**config.mk**
```make
export PLATFORM = sky130hd
export DESIGN_NAME = fpg_top
export DESIGN_NICKNAME = d
export VERILOG_FILES = /design/src/design/fpg_pkg.sv /design/src/design/fpg_top.sv
export VERILOG_INCLUDE_DIRS = /design/src /design/src/design
export SDC_FILE = /design/constraint.sdc
export NUM_CORES = 1
export LEC_CHECK = 0
export BUFFER_PORTS_ARGS = -buffer_cell sky130_fd_sc_hd__buf_2
export CAP_MARGIN = 20
export CORE_UTILIZATION = 44
export CTS_CLUSTER_SIZE = 12
export DETAILED_ROUTE_END_ITERATION = 8
export HOLD_SLACK_MARGIN = 0.05
export PLACE_DENSITY = 0.79
export SYNTH_ARGS = -nofsm -noshare
export SYNTH_HDL_FRONTEND = slang
export SYNTH_SLANG_ARGS = --single-unit
```
**constraint.sdc**
```tcl
create_clock -name clk -period 1.9 [get_ports clk]
set_input_delay 0.19 -clock clk [delete_from_list [all_inputs] [get_ports clk]]
set_output_delay 0.19 -clock clk [all_outputs]
set_load 0.02 [all_outputs]
```
**src/design/fpg_map.svh**
```systemverilog
/*
  Offsets, field positions, reset values, key codes and address limits for
  the flash program guard. Assumes a byte-wide register port indexed by a
  small address and a 64 KB core address space with a 2-bit code bank.
*/
`ifndef FPG_MAP_SVH
`define FPG_MAP_SVH
`define FPG_REG_PSC      3'h0
`define FPG_REG_KEY      3'h1
`define FPG_REG_SCALE    3'h2
`define FPG_REG_BANK     3'h3
`define FPG_REG_RSRC     3'h4
`define FPG_REG_VMON     3'h5
`define FPG_REG_STAT     3'h6
`define FPG_PSC_WE       0
`define FPG_PSC_EE       1
`define FPG_SCALE_EWT    4
`define FPG_RSRC_FERR    6
`define FPG_VMON_HIGH    0
`define FPG_VMON_RST     1
`define FPG_KEY_FIRST    8'hA5
`define FPG_KEY_SECOND   8'hF1
`define FPG_ERASED       8'hFF
`define FPG_BANK_RST     2'h1
`define FPG_LIMIT_B3     17'h1FBFF
`define FPG_LIMIT_NO_B3  17'h17FFF
`define FPG_PAGE_LSB     9
`endif

```
**src/design/fpg_pkg.sv**
```systemverilog
/*
  Types for the flash program guard: the key sequencer states.
  Assumes the constants header is compiled alongside.
*/
package fpg_pkg;
  typedef enum logic [1:0] {
    FPG_KEY_IDLE = 2'b00,
    FPG_KEY_ONE  = 2'b01,
    FPG_KEY_OPEN = 2'b11,
    FPG_KEY_DEAD = 2'b10
  } fpg_key_t;
endpackage

```
**src/design/fpg_top.sv**
```systemverilog
/*
  Flash program guard: key sequencing, enable gating, lock byte protection,
  illegal-address and supply checks, flash error reset request and flag.
  Assumes a flash array that ANDs programmed data into the cell, a core
  that holds each access strobe for one cycle, and a lock byte input that
  mirrors the last byte of user flash.
*/
// The register addresses and the strobed register port are this design's own decisions.
`timescale 1ns/1ps
`default_nettype none
`include "fpg_map.svh"
module fpg_top #(
  parameter bit HAS_BANK3 = 1'b1
) (
  input  wire logic        clk,
  input  wire logic        rst_n,
  input  wire logic [2:0]  reg_addr,
  input  wire logic [7:0]  reg_wdata,
  input  wire logic        reg_wr,
  input  wire logic        reg_rd,
  output logic      [7:0]  reg_rdata,
  input  wire logic        xd_wr,
  input  wire logic        xd_rd,
  input  wire logic        cm_rd,
  input  wire logic        fetch,
  input  wire logic [15:0] core_addr,
  input  wire logic [7:0]  core_wdata,
  input  wire logic        exec_locked,
  input  wire logic [7:0]  lock_byte,
  input  wire logic        dbg_req,
  input  wire logic [16:0] dbg_addr,
  output logic             flash_prog,
  output logic             flash_erase,
  output logic             flash_rd,
  output logic             external_data_ram_wr,
  output logic             external_data_ram_rd,
  output logic      [16:0] mem_addr,
  output logic      [7:0]  mem_wdata,
  output logic             flash_long_wr,
  output logic             sys_rst_req,
  output logic             rst_pin_oe,
  output logic             dbg_refused
);
  import fpg_pkg::*;

  //////////////////////////////////////////////////////////////////////////
  localparam logic [16:0] LIMIT = HAS_BANK3 ? `FPG_LIMIT_B3 : `FPG_LIMIT_NO_B3;
  localparam logic [7:0]  LIM_PAGE = LIMIT[16:`FPG_PAGE_LSB];

  if (LIMIT[`FPG_PAGE_LSB-1:0] != {`FPG_PAGE_LSB{1'b1}}) begin : g_limit_chk
    $error("user limit must end a page");
  end

  // upper half of the core space is banked
  function automatic logic [16:0] lin_addr(input logic [15:0] a, input logic [1:0] b);
    lin_addr = a[15] ? {b, a[14:0]} : {1'b0, a};
  endfunction

  function automatic logic page_locked(input logic [16:0] a, input logic [7:0] lb);
    logic [7:0] pg;
    pg = a[16:`FPG_PAGE_LSB];
    page_locked = (pg < ~lb) || ((pg == LIM_PAGE) && (lb != 8'hFF));
  endfunction

  //////////////////////////////////////////////////////////////////////////
  logic       wr_en;
  logic       er_en;
  logic       ewt;
  logic [1:0] bank;
  logic       ferr;
  logic       vm_high;
  logic       vm_rst;
  fpg_key_t   key;
  fpg_key_t   next_key;

  logic [16:0] lin;
  logic        f_wr;
  logic        f_rd;
  logic        err_range;
  logic        err_sec;
  logic        err_vdd;
  logic        err;
  logic        op_ok;

  always_comb begin
    lin       = lin_addr(core_addr, bank);
    f_wr      = xd_wr && wr_en;
    f_rd      = cm_rd;
    err_range = (f_wr || cm_rd || fetch) && (lin > LIMIT);
    err_sec   = (f_wr || f_rd) && page_locked(lin, lock_byte) && !exec_locked;
    err_vdd   = (f_wr || f_rd) && !(vm_high && vm_rst);
    err       = err_range || err_sec || err_vdd;
    op_ok     = f_wr && !err && (key == FPG_KEY_OPEN);
  end

  //////////////////////////////////////////////////////////////////////////
  wire key_wr = reg_wr && (reg_addr == `FPG_REG_KEY);

  always_comb begin
    next_key = key;
    if (f_wr && !err) begin
      next_key = (key == FPG_KEY_OPEN) ? FPG_KEY_IDLE : FPG_KEY_DEAD;
    end else if (key_wr) begin
      case (key)
        FPG_KEY_IDLE: begin
          next_key = (reg_wdata == `FPG_KEY_FIRST) ? FPG_KEY_ONE : FPG_KEY_DEAD;
        end
        FPG_KEY_ONE: begin
          next_key = (reg_wdata == `FPG_KEY_SECOND) ? FPG_KEY_OPEN : FPG_KEY_DEAD;
        end
        FPG_KEY_OPEN: begin
          next_key = FPG_KEY_DEAD;
        end
        default: begin
          next_key = FPG_KEY_DEAD;
        end
      endcase
    end
  end

  // a flash error resets the key, enables, write time and bank as a system reset would
  always_ff @(posedge clk) begin
    if (!rst_n || err) begin
      key <= FPG_KEY_IDLE;
    end else begin
      key <= next_key;
    end
  end

  always_ff @(posedge clk) begin
    if (!rst_n || err) begin
      wr_en <= 1'b0;
      er_en <= 1'b0;
      ewt   <= 1'b0;
      bank  <= `FPG_BANK_RST;
    end else if (reg_wr) begin
      if (reg_addr == `FPG_REG_PSC) begin
        wr_en <= reg_wdata[`FPG_PSC_WE];
        er_en <= reg_wdata[`FPG_PSC_EE];
      end
      if (reg_addr == `FPG_REG_SCALE) begin
        ewt <= reg_wdata[`FPG_SCALE_EWT];
      end
      if (reg_addr == `FPG_REG_BANK) begin
        bank <= reg_wdata[1:0];
      end
    end
  end

  // supply monitor setting survives a flash error reset
  always_ff @(posedge clk) begin
    if (!rst_n) begin
      vm_high <= 1'b0;
      vm_rst  <= 1'b0;
    end else if (reg_wr && (reg_addr == `FPG_REG_VMON)) begin
      vm_high <= reg_wdata[`FPG_VMON_HIGH];
      vm_rst  <= reg_wdata[`FPG_VMON_RST];
    end
  end

  // flag is read-only; it records the last reset cause
  always_ff @(posedge clk) begin
    if (!rst_n) begin
      ferr <= 1'b0;
    end else if (err) begin
      ferr <= 1'b1;
    end
  end

  //////////////////////////////////////////////////////////////////////////
  always_ff @(posedge clk) begin
    if (!rst_n) begin
      reg_rdata <= 8'h00;
    end else if (reg_rd) begin
      case (reg_addr)
        `FPG_REG_PSC:   reg_rdata <= {6'h00, er_en, wr_en};
        `FPG_REG_KEY:   reg_rdata <= {6'h00, key};
        `FPG_REG_SCALE: reg_rdata <= {3'h0, ewt, 4'h0};
        `FPG_REG_BANK:  reg_rdata <= {6'h00, bank};
        `FPG_REG_RSRC:  reg_rdata <= {1'b0, ferr, 6'h00};
        `FPG_REG_VMON:  reg_rdata <= {6'h00, vm_rst, vm_high};
        `FPG_REG_STAT:  reg_rdata <= {7'h00, page_locked(LIMIT, lock_byte)};
        default:        reg_rdata <= 8'h00;
      endcase
    end else begin
      reg_rdata <= 8'h00;
    end
  end

  //////////////////////////////////////////////////////////////////////////
  always_ff @(posedge clk) begin
    if (!rst_n) begin
      flash_prog  <= 1'b0;
      flash_erase <= 1'b0;
      flash_rd    <= 1'b0;
      external_data_ram_wr     <= 1'b0;
      external_data_ram_rd     <= 1'b0;
      mem_addr    <= 17'h00000;
      mem_wdata   <= 8'h00;
    end else begin
      flash_prog  <= op_ok && wr_en && !er_en;
      flash_erase <= op_ok && wr_en && er_en;
      flash_rd    <= cm_rd && !err;
      external_data_ram_wr     <= xd_wr && !wr_en;
      external_data_ram_rd     <= xd_rd;
      mem_addr    <= xd_rd || (xd_wr && !wr_en) ? {1'b0, core_addr} : lin;
      // array ANDs the byte in; erase fills the page
      mem_wdata   <= er_en && f_wr ? `FPG_ERASED : core_wdata;
    end
  end

  always_ff @(posedge clk) begin
    if (!rst_n) begin
      flash_long_wr <= 1'b0;
      sys_rst_req   <= 1'b0;
      rst_pin_oe    <= 1'b0;
      dbg_refused   <= 1'b0;
    end else begin
      flash_long_wr <= ewt;
      sys_rst_req   <= err;
      rst_pin_oe    <= 1'b0;
      dbg_refused   <= dbg_req && page_locked(dbg_addr, lock_byte);
    end
  end

  //////////////////////////////////////////////////////////////////////////
  relock_after_op_a: assert property (@(posedge clk) disable iff (!rst_n)
    op_ok |=> key == FPG_KEY_IDLE)
    else $error("key not relocked after operation");
  dead_stays_a: assert property (@(posedge clk) disable iff (!rst_n)
    key == FPG_KEY_DEAD && !err |=> key == FPG_KEY_DEAD)
    else $error("dead key state left without reset");
  prog_needs_key_a: assert property (@(posedge clk) disable iff (!rst_n)
    $rose(flash_prog) |-> $past(key) == FPG_KEY_OPEN && $past(wr_en) && !$past(er_en))
    else $error("program without open key and write enable");
  erase_both_en_a: assert property (@(posedge clk) disable iff (!rst_n)
    flash_erase |-> $past(wr_en) && $past(er_en) && mem_wdata == 8'hFF)
    else $error("erase without both enables");
  range_reset_a: assert property (@(posedge clk) disable iff (!rst_n)
    (cm_rd || fetch) && lin > LIMIT |=> sys_rst_req ##1 ferr)
    else $error("out of range read gave no reset");
  supply_reset_a: assert property (@(posedge clk) disable iff (!rst_n)
    cm_rd && !(vm_high && vm_rst) |=> sys_rst_req && !flash_rd)
    else $error("supply check did not reset");
  lock_page_a: assert property (@(posedge clk) disable iff (!rst_n)
    dbg_req && dbg_addr[16:9] == LIM_PAGE && lock_byte != 8'hFF |=> dbg_refused)
    else $error("lock byte page not locked");
  external_data_ram_read_a: assert property (@(posedge clk) disable iff (!rst_n)
    xd_rd |=> external_data_ram_rd && !flash_rd)
    else $error("data read did not go to external ram");
  err_clears_en_a: assert property (@(posedge clk) disable iff (!rst_n)
    sys_rst_req |-> !wr_en && !er_en && ferr && !rst_pin_oe)
    else $error("error reset left state behind");

  key_open_c: cover property (@(posedge clk) disable iff (!rst_n) key == FPG_KEY_OPEN);
  prog_c:     cover property (@(posedge clk) disable iff (!rst_n) flash_prog);
  erase_c:    cover property (@(posedge clk) disable iff (!rst_n) flash_erase);
  err_c:      cover property (@(posedge clk) disable iff (!rst_n) sys_rst_req);
endmodule
`default_nettype wire

```
# Word-level counts from Yosys, hierarchy flattened
# Index checks and enable logic that the tools add are counted.
# word_totals
input_bits	70
word_cells	91
output_inout_bits	42
ff_bits	51
# op_classes
n_eq_ne	13
n_lt_le_gt_ge	4
muxes	10
reduce_logical	42
bitwise	2
# op_table
op	count
7-bit one-hot mux with 7 select lines	1
8-bit equality test (second input constant)	4
1-bit logical AND	19
17-bit greater-than comparator (second input constant)	1
17-bit 2-to-1 mux	1
8-bit less-than comparator	2
16-bit 2-to-1 mux	1
3-bit equality test (second input constant)	3
1-bit logical OR	9
8-bit less-than comparator (first input constant)	1
2-bit 2-to-1 mux	4
8-bit 2-to-1 mux	1
8-bit != test (second input constant)	1
8-bit NOT	1
2-bit AND reduction	4
3-bit by 2-bit equality test with 1-bit output (second input constant)	2
1-bit zero test	6
2-bit one-hot mux with 2 select lines	1
3-bit by 1-bit equality test with 1-bit output (second input constant)	1
3-bit zero test	1
2-bit by 1-bit equality test with 1-bit output (second input constant)	1
2-bit equality test (second input constant)	1
2-bit zero test	1
2-bit nonzero test	1
3 further kinds	3

# Depth between registers and ports, before layout
# depth
ltp_word	13
depth_mapped	7
ltp_nobuf	7

# Worst setup path after synthesis
# No wires, ideal clock.
# synth_path
path_type	input port to flip-flop
start	input port core_addr[14]
end	register flash_rd
required_time_ns	1.784
path_slack_ns	0.247
setup_time_ns	0.116
t_arrival_ns	1.537
stages	6
path_cell_list	ha_1 > a21o_1 > a311o_1 > a211o_1 > and2_4 > and3_1
# synth_between
elab_chain_cells	10
# synth_rtl
element	line_no	text
start: declaration	fpg_top.sv:26	input wire logic [15:0] core_addr,
17-bit 2-to-1 mux (*)	fpg_top.sv:56	lin_addr = a[15] ? {b, a[14:0]} : {1'b0, a};
branches (longest 5 deep; another with 17-bit greater-than comparator)	--	
1-bit logical OR (*) (2 in series)	fpg_top.sv:92	err = err_range || err_sec || err_vdd;
1-bit zero test (*)	fpg_top.sv:203	flash_rd <= cm_rd && !err;
1-bit logical AND (*)	fpg_top.sv:203	
end signal: assignment	fpg_top.sv:203	
end: declaration	fpg_top.sv:34	output logic flash_rd,
# Every way passes the cells marked *.
# A chain may end at the register's enable or synchronous reset.

# Final worst setup path
# layout_path
start	register bank[1]
end	register key[0]
# layout_between
elab_chain_cells	11
# layout_rtl
element	line_no	text
start: declaration	fpg_top.sv:69	logic [1:0] bank;
start signal: assignment	fpg_top.sv:135	bank <= `FPG_BANK_RST;
start signal: assignment	fpg_top.sv:145	bank <= reg_wdata[1:0];
17-bit 2-to-1 mux (*)	fpg_top.sv:56	
branches (longest 5 deep; another with 17-bit greater-than comparator)	--	
1-bit logical OR (*) (2 in series)	fpg_top.sv:92	
1-bit zero test	fpg_top.sv:101	if (f_wr && !err) begin
1-bit logical AND	fpg_top.sv:101	
2-bit 2-to-1 mux or 2-bit nonzero test (tied branches)	--	
end signal: assignment	fpg_top.sv:126	key <= next_key;
end: declaration	fpg_top.sv:73	fpg_key_t key;
# Marks and branches as above.

==> impl_metrics.ini <==
[synthesis]
synth_compound_area_frac = 0.144
yosys_warnings = 0
synth-seq-cells = 47
synthCells = 212
yosysSeqAreaShare = 0.457
ys_types = 48
synth_area_per_cell_um2 = 9.71
syn-cell-area_um2 = 2060
synthAdderAreaFrac = 0.0729
yosys.area_share.simple = 0.234
synth_top_family_by_area = simple AND/OR/NAND/NOR gates
yosys-mux-area-fraction = 0.0437
synth_xor_area_frac = 0.00425

[detailed_routing]
via_count = 1847
drc = 0
ant_nets = 0
firstDrtPassIters = 4
wl_um = 4560
viasPerCell = 5.13
drt_iter0_drc = 135
wire_per_inst_um = 12.7

[clocking]
path_clk_slew_ns = 0.08
cts-root-buf = clkbuf_8
clock-sinks = 47
cts.repair.resized = 0
htreeDepth = 2
cts_tree = done
cts_buffers = 5
ctsHoldBuffers = 0
clockBufferDepth = 2
clock_latency_ns = 0.29
postCtsSetupRepairBufs = 0

[floorplan]
die_h_um = 70.4
fp.dieW_um = 70.4
initial_core_util = 0.467
die_area_um2 = 4960
rows = 24
io_pins = 112
core_area_um2 = 4410

[global_routing]
grt-ovfl-total = 0
grt_max_degree = 36
antenna_found_initial = 0
grt_pass1_wl_um = 7910
grt_pass1_vias = 1764
grtUsageTotal = 0.203

[power]
p_leak_nw = 1.28
power_frac_comb = 0.153
clkPwrFrac = 0.343
vdd_drop_max_v = 0.000345
swShare = 0.246
power_switching_w = 0.000504
power_density_nw_per_um2 = 769
power.total_w = 0.00205
seq_power_share = 0.504
internal_power_w = 0.00154

[worst_setup_path]
worstPathCellList = xnor2_1, o311ai_0, a211o_1, nand3_2, a221oi_1
critPathMaxStageDelay_ns = 0.49
cp.required_ns = 2.11
endpoint_kind = flip-flop
r2r-end = key[0]
startpoint = bank[1]
worst-path-max-fanout = 9
cpMaxStageDelayCell = dfxtp_1
crit_type = reg -> reg
rr_worst_depth = 5
crit_cells = 5
startpoint_type = flip-flop
crit_end = key[0]
path_buf_inv = 0
r2r-start = bank[1]
r2r_slack_ns = 0.22
path_delay_family = compound AO/OA/AOI/OAI gates
cp_data_arrival_time_ns = 1.89

[placed_design]
portBuffers = 97
dp.cells = 353
pre_cts_ws_ns = 0.0545
hpwl_um = 3510
gp_congestion = 0.834

[cells_and_area]
area_growth_pct = 29.3
layout-drive-gt1-share = 0.354
stdcell_count = 360
antenna_cells = 0
nNetsFinal = 390

[timing]
rsz0062_at_grt = no
drv_slew = 0
holdWs_ns = 0.0867
finalClockSkew_ns = 0.00497
min_period_ns = 1.68
hold_viol_final = 0
min_period_over_period = 0.887
setup_viol = 0
layout_setup_ws_ns = 0.215
setup_tns_ns = 0
timing.fmax_ghz = 0.593

[hold_path]
hp-class = in -> reg

[status]
status = complete, no violations

[run]
maxCapViolations = 0
-- per-stage QoR --
step                      utilization  cell area [um2]
after floorplan                     -             2070
final                           0.603             2660
after CTS                       0.602             2660
after global routing            0.603             2660
after global placement          0.579             2560
after detailed placement        0.579             2560
-- kinds of logic (layout without fill, tap and decap cells) --
kind of cell               after synthesis  count (layout)
and+or+nand+nor                         86              86
DFF                                     47              47
xor gates and xnor gates                 1               1
buffers and inverters                   15             107
other                                    1               5
adders and majority gates               12              12
AOI/OAI and AO/OA                       41              41
muxes                                    9               9
-- state kept, by name, summed over array words and instances (netlist names), 2 cells and up --
name	count
mem_wdata	8
mem_addr	17
bank	2
key	2
reg_rdata	4
-- per-layer routing --
metal | global-route usage | part of all wire | wire, um
met5 | 0 | 0 | 0
met4 | 0.0778 | 0.011 | 48
met3 | 0.0606 | 0.064 | 291
met2 | 0.328 | 0.47 | 2170
met1 | 0.254 | 0.45 | 2050
-- final cells by class --
cell class / instances / area (um2)
fillers: 395 / 1750
multi-input cells: 154 / 1050
flip-flops and latches: 47 / 941
repair buffers: 99 / 500
clock buffers: 6 / 72.6
well taps: 52 / 65.1
clock inverters: 1 / 30.0
inverters: 1 / 3.75
-- power by group through the flow --
stage	registers [W]	clock network, W	logic [W]
detailed placement	0.00106	0	0.000313
floorplan	0.00110	0	0.000139
global placement	0.00105	0	0.000306
CTS	0.00103	0.000718	0.000314
finish	0.00103	0.000703	0.000313
global route	0.00104	0.000763	0.000350
-- worst register-to-register path: cells and delay by family (launching register included) --
family	cells	cell delay, ns
compound gates	3	0.81
xor+xnor	1	0.11
flops	1	0.49
simple gates	1	0.19
-- synth_stat cells (all sizes together) --
| master | n | area share |
|---|---|---|
| dfxtp | 47 | 0.46 |
| and2 | 19 | 0.059 |
| nor2 | 18 | 0.033 |
| ha | 12 | 0.073 |
| nand3 | 12 | 0.032 |
| buf | 9 | 0.032 |
| mux2i | 9 | 0.044 |
| o21a | 9 | 0.033 |
| nand2 | 7 | 0.013 |
| a21oi | 6 | 0.015 |
| clkbuf | 5 | 0.0091 |
| nand4 | 5 | 0.015 |
| nor2b | 5 | 0.015 |
| nand2b | 4 | 0.012 |
| nor3 | 4 | 0.0097 |
| o21ai | 4 | 0.0097 |
| a211oi | 3 | 0.011 |
| a31oi | 3 | 0.0091 |
| o211ai | 3 | 0.011 |
| a21boi | 2 | 0.0091 |
| a21o | 2 | 0.0073 |
| and3 | 2 | 0.0061 |
| nand4b | 2 | 0.0085 |
| nor3b | 2 | 0.0073 |
| a211o | 1 | 0.0043 |
| a221oi | 1 | 0.0043 |
| a22oi | 1 | 0.0036 |
| a311o | 1 | 0.0049 |
| a311oi | 1 | 0.0043 |
| and2b | 1 | 0.0036 |
| conb | 1 | 0.0018 |
| inv | 1 | 0.0018 |
| nor4 | 1 | 0.0030 |
| nor4b | 1 | 0.0043 |
| nor4bb | 1 | 0.0049 |
| o311a | 1 | 0.0049 |
| o311ai | 1 | 0.0043 |
| o32a | 1 | 0.0049 |
| o32ai | 1 | 0.0043 |
| or3 | 1 | 0.0030 |
| or4b | 1 | 0.0049 |
| xnor2 | 1 | 0.0043 |
-- how the worst min path moves through the flow --
stage / start / endpoint / slack [ns] / cells past startpoint
after floorplan: xd_rd / mem_addr[16] / 0.27 / 1
after global placement: core_addr[4] / mem_addr[4] / 0.39 / 2
after detailed placement: core_addr[6] / mem_addr[6] / 0.39 / 2
after CTS: core_addr[6] / mem_addr[6] / 0.08 / 2
after global routing: core_addr[6] / mem_addr[6] / 0.08 / 2
final: core_addr[6] / mem_addr[6] / 0.09 / 2
-- placed cells by master, fill, tap and decap left out, types with 4 or more instances in the layout --
| master | Yosys | final |
|---|---|---|
| nand2b_1 | 4 | 4 |
| ha_1 | 12 | 12 |
| nor2b_1 | 5 | 5 |
| conb_1 | 1 | 5 |
| o21ai_0 | 4 | 4 |
| nand4_1 | 5 | 5 |
| o21a_1 | 9 | 9 |
| nand2_1 | 7 | 7 |
| nor3_1 | 4 | 4 |
| buf_2 | 1 | 97 |
| mux2i_1 | 9 | 9 |
| nor2_1 | 18 | 18 |
| nand3_1 | 11 | 11 |
| and2_1 | 18 | 18 |
| dfxtp_1 | 47 | 47 |
| a21oi_1 | 6 | 5 |
| clkbuf_8 | 0 | 5 |
No activity file was read; power rests on OpenSTA's default activity.
